[src/rtl/host_port_pkg.sv]
package host_port_pkg;

  localparam int ADDR_W   = 15;
  localparam int DATA_W   = 8;
  localparam int NUM_OUT  = 16;
  localparam int NUM_GPIO = 3;
  localparam int PIN_W    = 11;

  // Positions of the pins in the synchroniser vector.
  localparam int PIN_PD   = 0;
  localparam int PIN_SEL  = 1;
  localparam int PIN_PGA  = 2;
  localparam int PIN_PGB  = 3;
  localparam int PIN_LV0  = 4;
  localparam int PIN_LV1  = 5;
  localparam int PIN_CS   = 6;
  localparam int PIN_SCK  = 7;
  localparam int PIN_SDIO = 8;
  localparam int PIN_SCL  = 9;
  localparam int PIN_SDA  = 10;

  // Serial frame bit counts.
  localparam logic [4:0] HDR_LAST   = 5'h0f;
  localparam logic [4:0] DATA_FIRST = 5'h10;
  localparam logic [4:0] BYTE_LAST  = 5'h17;
  localparam logic [2:0] BIT_LAST   = 3'h7;
  localparam logic [1:0] IDX_DATA   = 2'h2;

  localparam logic [ADDR_W-1:0] SYNC_REG_ADDR = 15'h0015;
  localparam int                SYNC_BIT      = 6;

  // Target address upper bits and address pin levels.
  localparam logic [4:0] NV_ADDR_MSB_DEFAULT = 5'h19;
  localparam logic [1:0] LVL_HIGH  = 2'h2;
  localparam logic [1:0] LVL_BAD   = 2'h3;
  localparam logic [1:0] PAGE_NONE = 2'h0;

  typedef enum logic [2:0] {
    I_IDLE,
    I_ADDR,
    I_ACK,
    I_WRITE,
    I_READ,
    I_RACK
  } i2c_state_e;

  function automatic logic rise_of(input logic now, input logic was);
    rise_of = now & ~was;
  endfunction

endpackage

[src/rtl/pin_sync.sv]
`timescale 1ns/100ps
`default_nettype none
module pin_sync (
  // Clock and reset.
  input  wire logic                          clk,
  input  wire logic                          reset_n,
  // Pins in, synchronised levels out.
  input  wire logic [host_port_pkg::PIN_W-1:0] pin_in,
  output logic      [host_port_pkg::PIN_W-1:0] pin_s
);
  import host_port_pkg::*;

  logic [PIN_W-1:0] meta_r;

  always_ff @(posedge clk or negedge reset_n) begin
    if (!reset_n) begin
      meta_r <= '0;
      pin_s  <= '0;
    end else begin
      meta_r <= pin_in;
      pin_s  <= meta_r;
    end
  end
endmodule // pin_sync
`default_nettype wire

[src/rtl/i2c_target_port.sv]
`timescale 1ns/100ps
`default_nettype none
module i2c_target_port (
  // Clock and reset.
  input  wire logic                               clk,
  input  wire logic                               reset_n,
  // Control and synchronised bus levels.
  input  wire logic                               enable,
  input  wire logic                               scl_s,
  input  wire logic                               sda_s,
  input  wire logic [6:0]                         target_addr,
  // Read data return.
  input  wire logic [host_port_pkg::DATA_W-1:0]   rd_data,
  input  wire logic                               rd_valid,
  // Register access requests.
  output logic                                    wr_en,
  output logic                                    rd_en,
  output logic      [host_port_pkg::ADDR_W-1:0]   acc_addr,
  output logic      [host_port_pkg::DATA_W-1:0]   wr_data,
  output logic                                    sda_low
);
  import host_port_pkg::*;

  i2c_state_e  state_r;
  logic        scl_d_r;
  logic        sda_d_r;
  logic        rw_r;
  logic        hit_r;
  logic        done_r;
  logic [2:0]  bit_r;
  logic [1:0]  idx_r;
  logic [7:0]  sr_r;
  logic [7:0]  out_r;

  wire       scl_rise = rise_of(scl_s, scl_d_r);
  wire       scl_fall = rise_of(scl_d_r, scl_s);
  wire       start    = scl_s & scl_d_r & rise_of(sda_d_r, sda_s);
  wire       stop     = scl_s & scl_d_r & rise_of(sda_s, sda_d_r);
  wire       last     = (bit_r == BIT_LAST);
  wire [7:0] byte_in  = {sr_r[6:0], sda_s};
  wire       addr_hit = (byte_in[7:1] == target_addr);

  always_ff @(posedge clk or negedge reset_n) begin
    if (!reset_n) begin
      state_r  <= I_IDLE;
      scl_d_r  <= 1'b1;
      sda_d_r  <= 1'b1;
      rw_r     <= 1'b0;
      hit_r    <= 1'b0;
      done_r   <= 1'b0;
      bit_r    <= '0;
      idx_r    <= '0;
      sr_r     <= '0;
      out_r    <= '0;
      wr_en    <= 1'b0;
      rd_en    <= 1'b0;
      acc_addr <= '0;
      wr_data  <= '0;
      sda_low  <= 1'b0;
    end else begin
      scl_d_r <= scl_s;
      sda_d_r <= sda_s;
      wr_en   <= 1'b0;
      rd_en   <= 1'b0;
      if (rd_valid) out_r <= rd_data;
      if (wr_en) acc_addr <= acc_addr + 1'b1; // RULE23
      if (!enable || stop) begin
        state_r <= I_IDLE;
        sda_low <= 1'b0;
        done_r  <= 1'b0;
      end else if (start) begin
        state_r <= I_ADDR;
        bit_r   <= '0;
        idx_r   <= '0;
        sda_low <= 1'b0;
        done_r  <= 1'b0;
      end else if (scl_rise) begin
        case (state_r)
          I_ADDR, I_WRITE: begin
            sr_r  <= byte_in;
            bit_r <= bit_r + 1'b1;
            if (last) begin
              done_r <= 1'b1;
              if (state_r == I_ADDR) begin
                hit_r <= addr_hit; // RULE2
                rw_r  <= sda_s;
                rd_en <= addr_hit & sda_s;
              end else begin
                hit_r <= 1'b1;
                case (idx_r) // RULE4
                  2'h0: acc_addr[ADDR_W-1:DATA_W] <= byte_in[6:0];
                  2'h1: acc_addr[DATA_W-1:0] <= byte_in;
                  default: begin
                    wr_en   <= 1'b1; // RULE7
                    wr_data <= byte_in;
                  end
                endcase
                if (idx_r != IDX_DATA) idx_r <= idx_r + 1'b1;
              end
            end
          end
          I_READ: begin
            bit_r <= bit_r + 1'b1;
            if (last) state_r <= I_RACK;
          end
          I_RACK: begin
            if (!sda_s) begin
              state_r  <= I_READ;
              bit_r    <= '0;
              acc_addr <= acc_addr + 1'b1; // RULE23
              rd_en    <= 1'b1; // RULE7
            end else begin
              state_r <= I_IDLE;
            end
          end
          default: ;
        endcase
      end else if (scl_fall) begin
        case (state_r)
          I_ADDR, I_WRITE: begin
            if (done_r) begin
              done_r  <= 1'b0;
              state_r <= hit_r ? I_ACK : I_IDLE;
              sda_low <= hit_r;
            end
          end
          I_ACK: begin
            bit_r   <= '0;
            state_r <= rw_r ? I_READ : I_WRITE;
            sda_low <= rw_r & ~out_r[7];
            if (rw_r) out_r <= {out_r[6:0], 1'b1};
          end
          I_READ: begin
            sda_low <= ~out_r[7];
            out_r   <= {out_r[6:0], 1'b1};
          end
          I_RACK: sda_low <= 1'b0;
          default: ;
        endcase
      end
    end
  end
endmodule // i2c_target_port
`default_nettype wire

[src/rtl/host_serial_register_port.sv]
`timescale 1ns/100ps
`default_nettype none
////////////////////////////////////////////////////////////////////////////////
// How it works
// RULE1: Low select strap gives I2C target, 100/400 kHz.
// RULE2: Address: five stored bits, two pin bits.
// RULE3: Default storage, pin levels give 0x64..0x66.
// RULE4: Two address bytes, then one-byte data.
// RULE5: One register map behind both interfaces.
// RULE6: Access works whenever power-down is released.
// RULE7: I2C block reads and writes supported.
// RULE8: I2C mode: page straps choose ROM page.
// RULE9: Three-wire shared pin, or GPIO readback.
// RULE10: Chip select also triggers elapsed time counter.
// RULE11: Readback output may be open drain.
// RULE12: Host sends flag, address, data, MSB first.
// RULE13: Flag zero writes, flag one reads.
// RULE14: Chip select low frames; first bit flag.
// RULE15: Write byte commits on its last rising edge.
// RULE16: Partial trailing bits never reach a register.
// RULE17: Read bits leave on falling clock edges.
// RULE18: Block frame: two address bytes, N data.
// RULE19: Address increments after every further byte.
// RULE20: Host skips the reset control register.
// RULE21: Host pulses the output sync bit.
// RULE22: Outputs without sync enable ignore sync.
// RULE23: I2C block transfers auto-increment too.
module host_serial_register_port (
  // Clock and reset.
  input  wire logic                                 clk,
  input  wire logic                                 reset_n,
  // Power-down and start-up straps.
  input  wire logic                                 power_down_n,
  input  wire logic                                 interface_select_strap,
  input  wire logic                                 rom_page_strap_a,
  input  wire logic                                 rom_page_strap_b,
  input  wire logic [1:0]                           address_select_level,
  // Stored upper bits of the I2C target address.
  input  wire logic [4:0]                           nv_addr_msbs,
  input  wire logic                                 nv_addr_valid,
  // SPI pins.
  input  wire logic                                 address_select_pin,
  input  wire logic                                 sck,
  input  wire logic                                 sdio_in,
  output logic                                      sdio_out,
  output logic                                      sdio_oe,
  output logic      [host_port_pkg::NUM_GPIO-1:0]   gpio_out,
  output logic      [host_port_pkg::NUM_GPIO-1:0]   gpio_oe,
  // I2C pins.
  input  wire logic                                 scl_in,
  input  wire logic                                 sda_in,
  output logic                                      sda_out,
  output logic                                      sda_oe,
  // Configuration.
  input  wire logic                                 three_wire_disable,
  input  wire logic [1:0]                           sdo_gpio_select,
  input  wire logic                                 sdo_open_drain,
  input  wire logic                                 tec_trigger_enable,
  input  wire logic [host_port_pkg::NUM_OUT-1:0]    output_sync_enable,
  // Register map access.
  output logic      [host_port_pkg::ADDR_W-1:0]     reg_addr,
  output logic      [host_port_pkg::DATA_W-1:0]     reg_wr_data,
  output logic                                      reg_wr_en,
  output logic                                      reg_rd_en,
  input  wire logic [host_port_pkg::DATA_W-1:0]     reg_rd_data,
  // Status.
  output logic                                      straps_valid,
  output logic                                      i2c_mode,
  output logic      [1:0]                           rom_page,
  output logic      [6:0]                           i2c_target_addr,
  output logic                                      elapsed_time_trigger,
  output logic                                      output_divider_sync,
  output logic      [host_port_pkg::NUM_OUT-1:0]    output_sync_hold
);
  import host_port_pkg::*;

  localparam logic [NUM_GPIO-1:0] GPIO_ONE = 3'h1;

  ////////////////////////////////////////////////////////////////////////////////
  // Pin synchronisers.

  logic [PIN_W-1:0] pin_in;
  logic [PIN_W-1:0] pin_s;

  assign pin_in[PIN_PD]   = power_down_n;
  assign pin_in[PIN_SEL]  = interface_select_strap;
  assign pin_in[PIN_PGA]  = rom_page_strap_a;
  assign pin_in[PIN_PGB]  = rom_page_strap_b;
  assign pin_in[PIN_LV0]  = address_select_level[0];
  assign pin_in[PIN_LV1]  = address_select_level[1];
  assign pin_in[PIN_CS]   = address_select_pin;
  assign pin_in[PIN_SCK]  = sck;
  assign pin_in[PIN_SDIO] = sdio_in;
  assign pin_in[PIN_SCL]  = scl_in;
  assign pin_in[PIN_SDA]  = sda_in;

  pin_sync u_sync (
    .clk     (clk),
    .reset_n (reset_n),
    .pin_in  (pin_in),
    .pin_s   (pin_s)
  );

  ////////////////////////////////////////////////////////////////////////////////
  // Start-up strap capture.

  wire       pd_ok   = pin_s[PIN_PD];
  wire       sel_i2c = ~pin_s[PIN_SEL];
  wire [1:0] lvl_s   = {pin_s[PIN_LV1], pin_s[PIN_LV0]};
  wire [1:0] addr_lsb = (lvl_s == LVL_BAD) ? LVL_HIGH : lvl_s;
  wire [4:0] addr_msb = nv_addr_valid ? nv_addr_msbs : NV_ADDR_MSB_DEFAULT;

  // Straps are taken on the third clock edge after power-down is released, once the release has passed the synchroniser.
  always_ff @(posedge clk or negedge reset_n) begin
    if (!reset_n) begin
      straps_valid    <= 1'b0;
      i2c_mode        <= 1'b0;
      rom_page        <= PAGE_NONE;
      i2c_target_addr <= '0;
    end else if (!pd_ok) begin
      straps_valid <= 1'b0;
    end else if (!straps_valid) begin
      straps_valid    <= 1'b1;
      i2c_mode        <= sel_i2c; // RULE1
      rom_page        <= sel_i2c ? {pin_s[PIN_PGB], pin_s[PIN_PGA]} : PAGE_NONE; // RULE8
      i2c_target_addr <= {addr_msb, addr_lsb}; // RULE2 RULE3
    end
  end

  wire spi_on = straps_valid & ~i2c_mode & pd_ok; // RULE6
  wire i2c_on = straps_valid & i2c_mode & pd_ok; // RULE6

  ////////////////////////////////////////////////////////////////////////////////
  // SPI target.

  logic              sck_d_r;
  logic              cs_d_r;
  logic [4:0]        cnt_r;
  logic              rw_r;
  logic [ADDR_W-1:0] ptr_r;
  logic [7:0]        in_r;
  logic [7:0]        out_r;
  logic              drive_r;
  logic              sdo_bit_r;
  logic              rd_ack_r;

  wire cs_act    = spi_on & ~pin_s[PIN_CS]; // RULE14
  wire sck_rise  = cs_act & rise_of(pin_s[PIN_SCK], sck_d_r);
  wire sck_fall  = cs_act & rise_of(sck_d_r, pin_s[PIN_SCK]);
  wire bit_in    = pin_s[PIN_SDIO];
  wire hdr_done  = (cnt_r == HDR_LAST);
  wire byte_done = (cnt_r == BYTE_LAST);
  wire in_data   = (cnt_r >= DATA_FIRST);

  wire [ADDR_W-1:0] hdr_addr = {ptr_r[ADDR_W-2:0], bit_in};
  wire [ADDR_W-1:0] inc_addr = ptr_r + 1'b1;
  wire              spi_rd   = sck_rise & rw_r & (hdr_done | byte_done); // RULE13
  wire              spi_wr   = sck_rise & ~rw_r & byte_done; // RULE13 RULE15 RULE16
  wire [ADDR_W-1:0] spi_addr = spi_wr ? ptr_r : (hdr_done ? hdr_addr : inc_addr);
  wire [7:0]        spi_data = {in_r[6:0], bit_in};

  always_ff @(posedge clk or negedge reset_n) begin
    if (!reset_n) begin
      sck_d_r   <= 1'b0;
      cnt_r     <= '0;
      rw_r      <= 1'b0;
      ptr_r     <= '0;
      in_r      <= '0;
      drive_r   <= 1'b0;
      sdo_bit_r <= 1'b1;
    end else begin
      sck_d_r <= pin_s[PIN_SCK];
      if (!cs_act) begin
        cnt_r   <= '0; // RULE16
        drive_r <= 1'b0;
      end else begin
        if (sck_rise) begin
          in_r  <= spi_data;
          cnt_r <= byte_done ? DATA_FIRST : cnt_r + 1'b1;
          if (cnt_r == '0) begin
            rw_r <= bit_in; // RULE14 RULE12
          end else if (cnt_r <= HDR_LAST) begin
            ptr_r <= hdr_addr;
          end else if (byte_done) begin
            ptr_r <= inc_addr; // RULE19 RULE18
          end
        end
        if (sck_fall & rw_r & in_data) begin
          drive_r   <= 1'b1;
          sdo_bit_r <= out_r[7]; // RULE17
        end
      end
    end
  end

  // Read data shift register; loaded when the register map answers.
  always_ff @(posedge clk or negedge reset_n) begin
    if (!reset_n) begin
      out_r <= '0;
    end else if (rd_ack_r & ~i2c_mode) begin
      out_r <= reg_rd_data;
    end else if (sck_fall & rw_r & in_data) begin
      out_r <= {out_r[6:0], 1'b0}; // RULE17
    end
  end

  ////////////////////////////////////////////////////////////////////////////////
  // I2C target.

  logic              i2c_wr;
  logic              i2c_rd;
  logic [ADDR_W-1:0] i2c_addr;
  logic [DATA_W-1:0] i2c_data;
  logic              i2c_low;

  i2c_target_port u_i2c (
    .clk         (clk),
    .reset_n     (reset_n),
    .enable      (i2c_on),
    .scl_s       (pin_s[PIN_SCL]),
    .sda_s       (pin_s[PIN_SDA]),
    .target_addr (i2c_target_addr),
    .rd_data     (reg_rd_data),
    .rd_valid    (rd_ack_r & i2c_mode),
    .wr_en       (i2c_wr),
    .rd_en       (i2c_rd),
    .acc_addr    (i2c_addr),
    .wr_data     (i2c_data),
    .sda_low     (i2c_low)
  );

  ////////////////////////////////////////////////////////////////////////////////
  // Shared register map access.

  wire              acc_wr   = i2c_mode ? i2c_wr : spi_wr; // RULE5
  wire              acc_rd   = i2c_mode ? i2c_rd : spi_rd; // RULE5
  wire [ADDR_W-1:0] acc_addr = i2c_mode ? i2c_addr : spi_addr;
  wire [DATA_W-1:0] acc_data = i2c_mode ? i2c_data : spi_data;

  always_ff @(posedge clk or negedge reset_n) begin
    if (!reset_n) begin
      reg_addr    <= '0;
      reg_wr_data <= '0;
      reg_wr_en   <= 1'b0;
      reg_rd_en   <= 1'b0;
      rd_ack_r    <= 1'b0;
    end else begin
      reg_wr_en <= acc_wr;
      reg_rd_en <= acc_rd;
      rd_ack_r  <= reg_rd_en;
      if (acc_wr | acc_rd) begin
        reg_addr    <= acc_addr;
        reg_wr_data <= acc_data;
      end
    end
  end

  ////////////////////////////////////////////////////////////////////////////////
  // Output divider synchronisation.

  wire sync_wr = reg_wr_en & (reg_addr == SYNC_REG_ADDR);

  always_ff @(posedge clk or negedge reset_n) begin
    if (!reset_n) begin
      output_divider_sync <= 1'b0;
      output_sync_hold    <= '0;
    end else begin
      if (sync_wr) output_divider_sync <= reg_wr_data[SYNC_BIT];
      output_sync_hold <= {NUM_OUT{output_divider_sync}} & output_sync_enable; // RULE22
    end
  end

  ////////////////////////////////////////////////////////////////////////////////
  // Elapsed time counter trigger from the chip select pin.

  always_ff @(posedge clk or negedge reset_n) begin
    if (!reset_n) begin
      cs_d_r               <= 1'b1;
      elapsed_time_trigger <= 1'b0;
    end else begin
      cs_d_r               <= pin_s[PIN_CS];
      elapsed_time_trigger <= spi_on & tec_trigger_enable & rise_of(cs_d_r, pin_s[PIN_CS]); // RULE10
    end
  end

  ////////////////////////////////////////////////////////////////////////////////
  // Pin drivers.

  // Open drain drives only the low level and lets the pull-up make the high.
  wire sdo_val = sdo_open_drain ? 1'b0 : sdo_bit_r; // RULE11
  wire sdo_oe  = drive_r & (~sdo_open_drain | ~sdo_bit_r); // RULE11
  wire [NUM_GPIO-1:0] gpio_hot = GPIO_ONE << sdo_gpio_select;

  always_ff @(posedge clk or negedge reset_n) begin
    if (!reset_n) begin
      sdio_out <= 1'b0;
      sdio_oe  <= 1'b0;
      gpio_out <= '0;
      gpio_oe  <= '0;
      sda_out  <= 1'b0;
      sda_oe   <= 1'b0;
    end else begin
      sdio_out <= sdo_val;
      sdio_oe  <= sdo_oe & ~three_wire_disable; // RULE9
      gpio_out <= {NUM_GPIO{sdo_val}} & gpio_hot;
      gpio_oe  <= {NUM_GPIO{sdo_oe & three_wire_disable}} & gpio_hot; // RULE9
      sda_out  <= 1'b0;
      sda_oe   <= i2c_low & i2c_on;
    end
  end

endmodule // host_serial_register_port
`default_nettype wire

[config.mk]
export PLATFORM = sky130hd
export DESIGN_NAME = host_serial_register_port
export DESIGN_NICKNAME = d
export VERILOG_FILES = /design/src/rtl/host_port_pkg.sv /design/src/rtl/pin_sync.sv /design/src/rtl/i2c_target_port.sv /design/src/rtl/host_serial_register_port.sv
export SDC_FILE = /design/constraint.sdc
export NUM_CORES = 1
export LEC_CHECK = 0
export ABC_AREA = 1
export BUFFER_PORTS_ARGS = -buffer_cell sky130_fd_sc_hd__buf_2
export CAP_MARGIN = 25
export CORE_ASPECT_RATIO = 1.25
export CORE_MARGIN = 2
export CORE_UTILIZATION = 25
export CTS_CLUSTER_DIAMETER = 40
export DETAILED_ROUTE_END_ITERATION = 12
export PLACE_DENSITY_LB_ADDON = 0.12
export SLEW_MARGIN = 10
export SYNTH_ARGS = -nofsm -noshare
export SYNTH_HDL_FRONTEND = slang
export SYNTH_SLANG_ARGS = --single-unit
[constraint.sdc]
create_clock -name clk -period 4.7 [get_ports clk]
set_input_delay 1.41 -clock clk [delete_from_list [all_inputs] [get_ports clk]]
set_output_delay 1.41 -clock clk [all_outputs]
set_load 0.02 [all_outputs]
# Yosys cells after proc, flatten, opt, wreduce, memory -nomap -nowiden
# Cells that the tools add are included.
# word_totals
regBits,180
input_bits,48
# op_classes
n_addsub,5
order_cmp,2
eq_ne,26
shifts,1
mux,88
bitwise_logic,60
reduce_logical,33
# ops
operator,n
$mux 15,12
$mux 8,10
$mux 3,13
$and 1x1->1,34
$mux 1,32
$add 15x1->15 const B,2
$pmux 15 s2,1
$mux 5,4
$ne 4x4->1 const B,5
$not 1->1,20
$mux 2,9
$pmux 3 s2,3
$and 16x16->16,1
$pmux 8 s2,1
$reduce_and 4->1,4
$eq 15x5->1 const B,1
$reduce_and 5->1,3
$reduce_and 6->1,2
$reduce_bool 2->1,6
$ne 5x5->1 const B,2
$eq 3x3->1 const B,3
$reduce_bool 3->1,3
$eq 7x7->1,1
$mux 7,1
33 further kinds,42

# Logic depth before layout (Yosys ltp)
# Gate-level depths: netlist (run 1).
# logic_depth
word_depth,9
mapped_depth,13

# Cells and area by module
# Synthesis (run 1) repeated with hierarchy kept, for this count alone.
# unflattened
cells_unflattened,1203
hier_area_um2,9233.9
# modules_own_cells
mod,n_inst,cells_per_inst,area_each_um2
host_serial_register_port,1,693,5207.5
i2c_target_port,1,488,3475.8
pin_sync,1,22,550.5

# Worst setup path after synthesis (run 1)
# OpenSTA, ideal clock, no wires.
# synth_path
kind,reg2reg
startpoint,register cnt_r[0]
endpoint,register reg_addr[3] (netlist bit)
setup_time_ps,117
t_arrival_ps,1853
required_ps,4583
path_slack_ps,2730
path_stages_with_launch,14
period_less_slack_ps,1970
path_cell_list,dfrtp_1 -> ha_1 -> nand2_1 -> nor2_1 -> ha_1 -> clkbuf_1 -> inv_1 -> clkbuf_1 -> nand2_1 -> o21ai_0 -> nand2_1 -> nand3_1 -> nand2_1 -> nand2_1
# synth_between
elab_chain_cells,5
word_cells_on_any_way,11
cone_classes,2 x eq/ne; 5 x mux; 4 x bitwise
# synth_lines
element,line_no,text
from (decl),host_serial_register_port.sv:138,logic [4:0] cnt_r;
from (signal assigned),host_serial_register_port.sv:179,cnt_r <= byte_done ? DATA_FIRST : cnt_r + 1'b1;
$eq 5x4->1 / $eq 5x5->1 (equally long branches),"host_serial_register_port.sv:151, host_serial_register_port.sv:152",
$or 1x1->1,host_serial_register_port.sv:157,wire spi_rd = sck_rise & rw_r & (hdr_done | byte_done);
$and 1x1->1,host_serial_register_port.sv:157,
$mux 1,host_serial_register_port.sv:236,wire acc_rd = i2c_mode ? i2c_rd : spi_rd;
$or 1x1->1,host_serial_register_port.sv:251,if (acc_wr | acc_rd) begin
to (signal assigned),host_serial_register_port.sv:252,reg_addr <= acc_addr;
to (decl),host_serial_register_port.sv:61,"output logic [host_port_pkg::ADDR_W-1:0] reg_addr,"
# Parallel ways exist; a longest one is shown, timed or not.
# A chain may end at the register's enable or synchronous reset.

# Worst setup path after layout (run 1)
# layout_path
startpoint,register i2c_mode
endpoint,output port i2c_mode
# layout_rtl
element,line_no,text
from (decl),host_serial_register_port.sv:68,"output logic i2c_mode,"
from (signal assigned),host_serial_register_port.sv:124,i2c_mode <= sel_i2c;
# No word-level cell between the ends.

==> flow_metrics.tcl, run 1 <==
set metrics [dict create \
    critPathKind "reg -> out" \
    whs_ns 0.352 \
    synth_area_per_cell_sq_um 7.93 \
    status "complete, no violations" \
    setup-violations-final 0 \
    fmax_mhz 346 \
    drive_above_1_share_pct 14.7 \
    cts.root.buffer_cell "clkbuf_16" \
    die_w_microns 175 \
    top_layer "met4" \
    fp.dieH_microns 217 \
    rsz0062_at_grt "false" \
    internal_power_uw 2410 \
    portBuffers 110 \
    worst_pin_slew_ns 0.923 \
    slew_viol_final 0 \
    finalCritPeriodShare_pct 61.4 \
    syn_area_sq_um 9100 \
    area_growth_pct 18.4 \
    multi_input_area_sq_um 3880 \
    worstPathArrival_ns 1.48 \
    crit_buf_inv 1 \
    cts_tree "done" \
    crit_slowest_cell "dfrtp_1" \
    grt_remaining_overflow 0 \
    dieArea_sq_um 38000 \
    via_count 7741 \
    worst_setup_path_end_kind "primary output" \
    grt_pass1_vias 7583 \
    drtAntennaViolNets 0 \
    fillers 3951 \
    num_antenna_cells 0 \
    grt_usage_pct 14.0 \
    fin_nets 1315 \
    crit_required_ns 3.29 \
    path_delay_family "flip-flops" \
    cp_max_fo 20 \
    post-route-min-period_ns 2.89 \
    cts_buffers 17 \
    power.share.clock_pct 44.7 \
    remaining_drc_errors 0 \
    layout_commonest_cell "nand2_1" \
    final_cell_mix "360 x nand2_1, 176 x dfrtp_1, 144 x inv_1, 127 x o21ai_0, 109 x buf_2" \
    start_util_pct 25.2 \
    yosys_warnings 0 \
    via_per_inst 4.44 \
    antenna_found_initial 0 \
    maxCapViolCount 0 \
    netlist_instances 1148 \
    clk_path_buf_depth 2 \
    cts.sinks 180 \
    p_seq_share_pct 49.1 \
    comb_power_share_pct 6.2 \
    dr.pass1.iters 5 \
    drt_wl_total_microns 25900 \
    hold_violations 0 \
    cellPowerDensity_nw_per_um2 305 \
    clock_latency_ns 0.45 \
    wl_met3_microns 679 \
    hp-class "reg -> reg" \
    rows 78 \
    skew_ns 0.0121 \
    ys_ff_latch 180 \
    routed-wl-met2_microns 12900 \
    grt_max_degree 84 \
    dpl.hpwl_microns 19100 \
    seq_area_sq_um 4510 \
    yosysUniqueCellTypes 46 \
    ir_drop_uv 213 \
    power_uw 3290 \
    startpoint_type "register" \
    leakage_uw 0.00537 \
    yosysSeqAreaShare_pct 49.6 \
    core_sq_um 36100 \
    cp_cell_sequence "buf_2" \
    cts-resized-gates 0 \
    ios 112 \
    syn-num-nets 1211 \
    place_ws_ns 1.87 \
    cts_setup_buffers 0 \
    cts_hold_buf 0 \
    clk_pin_slew_ns 0.08 \
    cts-htree-levels 4 \
    place_congestion 0.814 \
    slew_headroom_pct 38.2 \
    p_switching_uw 884 \
    worst_slack_ns 1.81 \
    wl_per_cell_microns 14.8 \
    slowest_delay_ns 0.75 \
    wl_met1_microns 11700 \
    switching_share_pct 26.9 \
    grt_pass1_wl_microns 41700 \
    drt_iter0_markers 419 \
    fin_tns_setup_ns 0 \
]
## final cells by class
| type | instances | share of cell area (%) |
|---|---|---|
| Inverter | 149 | 5.19 |
| Multi-Input combinational cell | 788 | 36.0 |
| Clock buffer | 18 | 3.98 |
| Clock inverter | 14 | 1.59 |
| Tap cell | 480 | 5.57 |
| Sequential cell | 180 | 41.8 |
| Timing Repair Buffer | 116 | 5.84 |
## synthesized netlist by cell type (all sizes together)
cell type	instances	share of area, %
nand2	363	15
dfrtp	176	48
inv	146	6.0
o21ai	141	8.1
nand3	70	4.1
nor2	68	3.4
a21oi	33	2.1
nor3	20	1.3
clkbuf	17	0.70
nand4	16	1.3
o211ai	16	1.3
xor2	16	1.5
ha	15	2.1
buf	14	1.0
a31oi	8	0.55
dfstp	4	1.2
xnor2	4	0.38
clkinv	3	0.12
nor4	3	0.21
o22ai	3	0.21
o32ai	2	0.19
or2	2	0.14
a32oi	1	0.096
and2	1	0.069
conb	1	0.041
mux2i	1	0.11
nor3b	1	0.083
o21bai	1	0.083
o221ai	1	0.096
o31ai	1	0.083
## metal layers
metal,vias to the layer above,track usage (%)
li1,3915,-
met1,3675,17.9
met2,123,23.7
met3,28,2.29
met4,0,5.28
met5,-,0
## final timing paths
kind                       depth (start not counted)  slack [ns]                        end                  startpoint
max                                                1        1.81                   i2c_mode        i2c_mode$_DFFE_PN0P_
min                                                0        0.35  u_sync.pin_s[0]$_DFF_PN0_  u_sync.meta_r[0]$_DFF_PN0_
max reg2reg                                       11        1.88      ptr_r[14]$_DFFE_PN0P_        cnt_r[0]$_DFFE_PN0P_
min in group asynchronous                          1        0.89       gpio_oe[1]$_DFF_PN0_                     reset_n
max in group asynchronous                          2        2.97    u_i2c.scl_d_r$_DFF_PN1_                     reset_n
min reg2reg                                        0        0.35  u_sync.pin_s[0]$_DFF_PN0_  u_sync.meta_r[0]$_DFF_PN0_
## per-stage QoR
| stage | instances | util [%] | cell area (sq um) |
|---|---|---|---|
| after global routing | 1745 | 29.8 | 10800 |
| after CTS | 1745 | 29.8 | 10800 |
| after detailed placement | 1713 | 28.2 | 10200 |
| after global placement | 1713 | 28.2 | 10200 |
| final | 1745 | 29.8 | 10800 |
| after floorplan | 1148 | - | 9100 |
## state kept, by name (all words and copies together) (netlist names), 8 cells and up
signal and cells:
out_r 8, output_sync_hold 16, ptr_r 15, reg_addr 15, reg_wr_data 8, u_i2c.acc_addr 15
u_i2c.out_r 8, u_i2c.wr_data 8, u_sync.meta_r 11, u_sync.pin_s 11
## power groups by stage
stage                     logic [uW]  clock network (uW)  registers (uW)
after detailed placement         209                   0            1650
after CTS                        211                1530            1620
final                            203                1470            1620
after floorplan                 93.5                   0            1650
after global placement           208                   0            1650
after global routing             234                1580            1620
## kinds of logic (layout without fill, tap and decap cells)
logic type                 count (synthesis)  in the layout  share of synthesized area [%]
and+or+nand+nor                          544            544                           25.6
AOI/OAI and AO/OA                        207            207                           12.8
DFF                                      180            180                           49.6
buffers and inverters                    180            297                           7.85
xor gates and xnor gates                  20             20                           1.92
adders and majority gates                 15             15                           2.06
other                                      1              1                         0.0412
muxes                                      1              1                          0.110
No activity file was read; power rests on OpenSTA's default activity.
==> inputs of run 2 (changes only) <==
==> constraint.sdc (replaced) <==
create_clock -name clk -period 2.4 [get_ports clk]
set_input_delay 0.72 -clock clk [delete_from_list [all_inputs] [get_ports clk]]
set_output_delay 0.72 -clock clk [all_outputs]
set_load 0.02 [all_outputs]
==> run 2 against run 1 <==
- utilization is 0.31 points higher
- power rose by 89%
- clock-buffer cell count rose by 4
- wire length is 3.5% higher
- first-iteration DRC count up 0.48%
- sequential share of layout area decreased by 0.43 points
- critical endpoint is now reg_addr[6]$_DFFE_PN0P_
==> flow_metrics.tcl, run 2 (synthesized netlist as in run 1, its figures left out) <==
set metrics [dict create \
    multi_input_area_sq_um 3890 \
    worst_slack_ns 0.206 \
    fp.dieH_microns 217 \
    setup-violations-final 0 \
    worstPathArrival_ns 2.54 \
    portBuffers 110 \
    slew_headroom_pct 60.0 \
    fillers 3997 \
    area_growth_pct 19.6 \
    largest_register_ff_count 16 \
    core_sq_um 36100 \
    via_count 7737 \
    regMostFlops "output_sync_hold" \
    cts_hold_buf 0 \
    ios 112 \
    cts-htree-levels 4 \
    drive_above_1_share_pct 16.2 \
    drtAntennaViolNets 0 \
    r2r_slack_ns 0.21 \
    dr.pass1.iters 5 \
    antenna_found_initial 0 \
    maxCapViolCount 0 \
    hold_violations 0 \
    grt_max_degree 55 \
    via_per_inst 4.38 \
    layout_commonest_cell "nand2_1" \
    hp-class "in -> async" \
    drt_wl_total_microns 26800 \
    grt_remaining_overflow 0 \
    fin_tns_setup_ns 0 \
    final_cell_mix "360 x nand2_1, 176 x dfrtp_1, 143 x inv_1, 126 x o21ai_0, 109 x buf_2" \
    cp_max_fo 15 \
    crit_required_ns 2.75 \
    dieArea_sq_um 38000 \
    place_ws_ns 0.0130 \
    cts_tree "done" \
    post-route-min-period_ns 2.19 \
    clk_pin_slew_ns 0.07 \
    critPathKind "reg -> reg" \
    rows 78 \
    worst_pin_slew_ns 0.600 \
    cts.sinks 180 \
    grt_pass1_wl_microns 43500 \
    ir_drop_uv 476 \
    fin_nets 1337 \
    dpl.hpwl_microns 20400 \
    drt_iter0_markers 421 \
    slew_viol_final 0 \
    die_w_microns 175 \
    cts_buffers 17 \
    seq_area_sq_um 4510 \
    grt_usage_pct 14.7 \
    fmax_mhz 456 \
    clk_path_buf_depth 2 \
    cellPowerDensity_nw_per_um2 572 \
    finalCritPeriodShare_pct 91.4 \
    leakage_uw 0.00543 \
    skew_ns 0.0157 \
    clock_latency_ns 0.45 \
    wl_per_cell_microns 15.1 \
    num_antenna_cells 0 \
    cts.root.buffer_cell "clkbuf_16" \
    status "complete, no violations" \
    cts_setup_buffers 0 \
    worst_setup_path_end_kind "register" \
    place_congestion 0.840 \
    startpoint_type "register" \
    start_util_pct 25.2 \
    grt_pass1_vias 7834 \
    remaining_drc_errors 0 \
    rsz0062_at_grt "false" \
]
## run 2: changes by cell type in the layout (fill, tap and decap cells not counted), sizes merged
cell      previous run  this run
bufinv               1         0
inv                150       149
clkinvlp             1         3
clkbuf              19        23
clkinv              11         7
buf                115       137
## run 2: timing repair
action | CTS | global route
gates resized for setup | 1 | 5
setup endpoints to repair | 1 | 27
pin swaps | 0 | 1
## run 2: final timing paths
check	from	endpoint	depth (start not counted)
min	reset_n	output_sync_hold[2]$_DFF_PN0_	1
min in group clk	u_sync.meta_r[0]$_DFF_PN0_	u_sync.pin_s[0]$_DFF_PN0_	0
max	cnt_r[0]$_DFFE_PN0P_	reg_addr[6]$_DFFE_PN0P_	12
max in group asynchronous	reset_n	cs_d_r$_DFF_PN1_	2
min reg2reg	u_sync.meta_r[0]$_DFF_PN0_	u_sync.pin_s[0]$_DFF_PN0_	0
max reg2reg	cnt_r[0]$_DFFE_PN0P_	reg_addr[6]$_DFFE_PN0P_	12
## run 2: metrics by stage
stage / hold slack (ns) / util, % / instances / cell area, sq um / total power [uW]
2_1_floorplan: 0.331 / - / 1148 / 9100 / 3410
3_3_place_gp: 0.332 / 28.6 / 1735 / 10300 / 3660
3_5_place_dp: 0.336 / 28.6 / 1735 / 10300 / 3660
4_1_cts: 0.178 / 30.1 / 1767 / 10900 / 6370
5_1_grt: 0.198 / 30.2 / 1767 / 10900 / 6560
6_report: 0.194 / 30.2 / 1767 / 10900 / 6230
## run 2: report_power, final
| part | internal, uW | switching [uW] | total [uW] |
|---|---|---|---|
| logic | 135 | 294 | 429 |
| clock network | 1370 | 1270 | 2640 |
| registers | 3110 | 53.9 | 3160 |
## run 2: final cells by class
| class | instances | share of cell area, % |
|---|---|---|
| Multi-Input combinational cell | 788 | 35.7 |
| Timing Repair Buffer | 138 | 7.30 |
| Clock buffer | 22 | 4.17 |
| Inverter | 149 | 5.17 |
| Sequential cell | 180 | 41.4 |
| Tap cell | 480 | 5.52 |
| Clock inverter | 10 | 0.712 |
## run 2: metal layers
layer / global-route usage (%) / vias up / part of all wire [%] / wire length [microns]
met3: 2.50 / 19 / 2.4 / 633
met5: 0 / - / 0 / 0
li1: - / 3940 / - / -
met2: 26.0 / 94 / 51 / 13800
met4: 4.58 / 0 / 1.6 / 429
met1: 18.1 / 3684 / 45 / 11900
## run 2: worst max-delay path, stage by stage, from the launching register on
cell and delay, ns:
dfrtp_1 0.39, ha_1 0.21, nand2_1 0.16, inv_1 0.08, nand3_1 0.10, nand2_1 0.06, nand3_1 0.06, nand2_1 0.10
nor2_4 0.31, inv_2 0.21, or2_2 0.31, nand2_1 0.06, inv_1 0.04
==> inputs of run 3 (changes only) <==
--- a/config.mk
+++ b/config.mk
@@ -6,13 +6,13 @@
 export NUM_CORES = 1
 export LEC_CHECK = 0
 export ABC_AREA = 1
-export BUFFER_PORTS_ARGS = -buffer_cell sky130_fd_sc_hd__buf_2
 export CAP_MARGIN = 25
 export CORE_ASPECT_RATIO = 1.25
 export CORE_MARGIN = 2
-export CORE_UTILIZATION = 25
+export CORE_UTILIZATION = 45
 export CTS_CLUSTER_DIAMETER = 40
 export DETAILED_ROUTE_END_ITERATION = 12
+export DONT_BUFFER_PORTS = 1
 export PLACE_DENSITY_LB_ADDON = 0.12
 export SLEW_MARGIN = 10
 export SYNTH_ARGS = -nofsm -noshare
==> constraint.sdc (replaced) <==
create_clock -name clk -period 2.1 [get_ports clk]
set_input_delay 0.63 -clock clk [delete_from_list [all_inputs] [get_ports clk]]
set_output_delay 0.63 -clock clk [all_outputs]
set_load 0.02 [all_outputs]
==> run 3 against run 2 <==
- the flow now finishes with violations (hold timing)
- critical endpoint is now u_i2c.wr_data[0]$_DFFE_PN0P_
- setup slack got worse by 0.13 ns
- global-route usage increased by 6.7 points
- clock-buffer cell count decreased by 4
==> flow_metrics.tcl, run 3 (synthesized netlist as in run 1, its figures left out) <==
set metrics [dict create \
    hp-class "in -> async" \
    core_sq_um 20000 \
    fin_nets 1242 \
    cts.sinks 180 \
    worstPathArrival_ns 2.33 \
    reg2regPathDepth 12 \
    largest_register_ff_count 16 \
    die_w_microns 131 \
    multi_input_area_sq_um 3930 \
    cts.root.buffer_cell "clkbuf_16" \
    area_growth_pct 12.1 \
    rr_startpoint "u_sync.pin_s[9]$_DFF_PN0_" \
    wl_per_cell_microns 15.4 \
    clk_path_buf_depth 2 \
    grt_usage_pct 21.3 \
    startpoint "u_sync.pin_s[9]$_DFF_PN0_" \
    regMostFlops "output_sync_hold" \
    clock_latency_ns 0.43 \
    startpoint_type "register" \
    antenna_found_initial 0 \
    num_antenna_cells 0 \
    rows 58 \
    drive_above_1_share_pct 10.2 \
    place_congestion 0.906 \
    cellPowerDensity_nw_per_um2 678 \
    seq_area_sq_um 4510 \
    grt_pass1_vias 7047 \
    drt_iter0_markers 498 \
    cts_buffers 17 \
    fmax_mhz 493 \
    final_cell_mix "358 x nand2_1, 175 x dfrtp_1, 142 x inv_1, 126 x o21ai_0, 65 x nand3_1" \
    finalCritPeriodShare_pct 96.5 \
    drt_wl_total_microns 22500 \
    post-route-min-period_ns 2.03 \
    via_per_inst 5.10 \
    critPathKind "reg -> reg" \
    portBuffers 0 \
    status "finished, violations left" \
    worst_pin_slew_ns 0.520 \
    rsz0062_at_grt "true" \
    grt_remaining_overflow 0 \
    maxCapViolCount 0 \
    ir_drop_uv 532 \
    place_inst 1424 \
    drtAntennaViolNets 0 \
    fin_tns_setup_ns 0 \
    remaining_drc_errors 0 \
    hold_violations 176 \
    layout_commonest_cell "nand2_1" \
    dpl.hpwl_microns 16200 \
    via_count 7456 \
    worst_setup_path_end_kind "register" \
    fp.dieH_microns 163 \
    crit_required_ns 2.41 \
    fillers 1949 \
    cts-htree-levels 4 \
    skew_ns 0.0126 \
    clk_pin_slew_ns 0.07 \
    grt_pass1_wl_microns 36500 \
    whs_ns -0.109 \
    ios 112 \
    cts_tree "done" \
    cp_max_fo 17 \
    slew_viol_final 0 \
    grt_max_degree 181 \
    setup-violations-final 0 \
    instances_no_fill 1461 \
    r2r_slack_ns 0.07 \
    place_ws_ns 0.00343 \
    leakage_uw 0.00498 \
    worst_slack_ns 0.0725 \
    slew_headroom_pct 65.0 \
    violations "hold timing" \
    start_util_pct 45.6 \
    dieArea_sq_um 21400 \
    dr.pass1.iters 5 \
]
[run 3: changes by cell type in the layout (fill, tap and decap cells not counted), moves of 2 or more]
cell / previous run / this run
clkbuf_1: 4 / 0
buf_2: 109 / 0
buf_4: 26 / 40
clkinv_2: 2 / 4
nand2_1: 360 / 358
[run 3: cell type report]
type                            count  area share (%)
Timing Repair inverter              1          0.0736
Sequential cell                   180            44.2
Inverter                          149            5.52
Clock inverter                     13           0.969
Tap cell                          270            3.31
Multi-Input combinational cell    789            38.5
Clock buffer                       18            4.30
Timing Repair Buffer               41            3.14
[run 3: metal layers]
metal | wire, microns | GRT usage (%) | share of wire [%]
met5 | 0 | 0 | 0
met4 | 465 | 6.87 | 2.1
met3 | 833 | 3.95 | 3.7
met2 | 11500 | 38.2 | 51
met1 | 9730 | 26.1 | 43
[run 3: timing repair]
action | 4_1_cts | 5_1_grt
gates cloned | 0 | 2
pin swaps | 0 | 3
setup buffers | 0 | 4
setup endpoints to repair | 8 | 48
resized for setup | 2 | 13
endpoints found under the hold margin | 176 | 176
[run 3: worst paths after layout]
path,to
max,u_i2c.wr_data[0]$_DFFE_PN0P_
min,ptr_r[5]$_DFFE_PN0P_
max reg2reg,u_i2c.wr_data[0]$_DFFE_PN0P_
min reg2reg,u_sync.pin_s[9]$_DFF_PN0_
max in group asynchronous,sdo_bit_r$_DFFE_PN1P_
min in group clk,u_sync.meta_r[1]$_DFF_PN0_
[run 3: stage by stage]
stage	util (%)	power (uW)	cell area [sq um]
after CTS	50.6	7000	10100
final	51.1	6920	10200
after global routing	51.1	7200	10200
after detailed placement	47.9	4010	9560
after global placement	47.9	4010	9560
after floorplan	-	3900	9100
[run 3: where the power goes]
part           total [uW]  internal, uW  leakage [uW]  switching, uW
sequential           3640          3550       0.00234           90.6
clock                2970          1560      0.000265           1410
combinational         310           105       0.00237            205
[run 3: critical path, stage by stage (launching register included)]
cell	delay (ns)
dfrtp_1	0.42
ha_1	0.23
nand2_1	0.12
nor2_4	0.05
nor2_1	0.17
inv_1	0.12
nor2_4	0.20
nand2_4	0.09
nor2_8	0.12
nand4_4	0.09
buf_12	0.17
nand2_1	0.07
o21ai_2	0.05
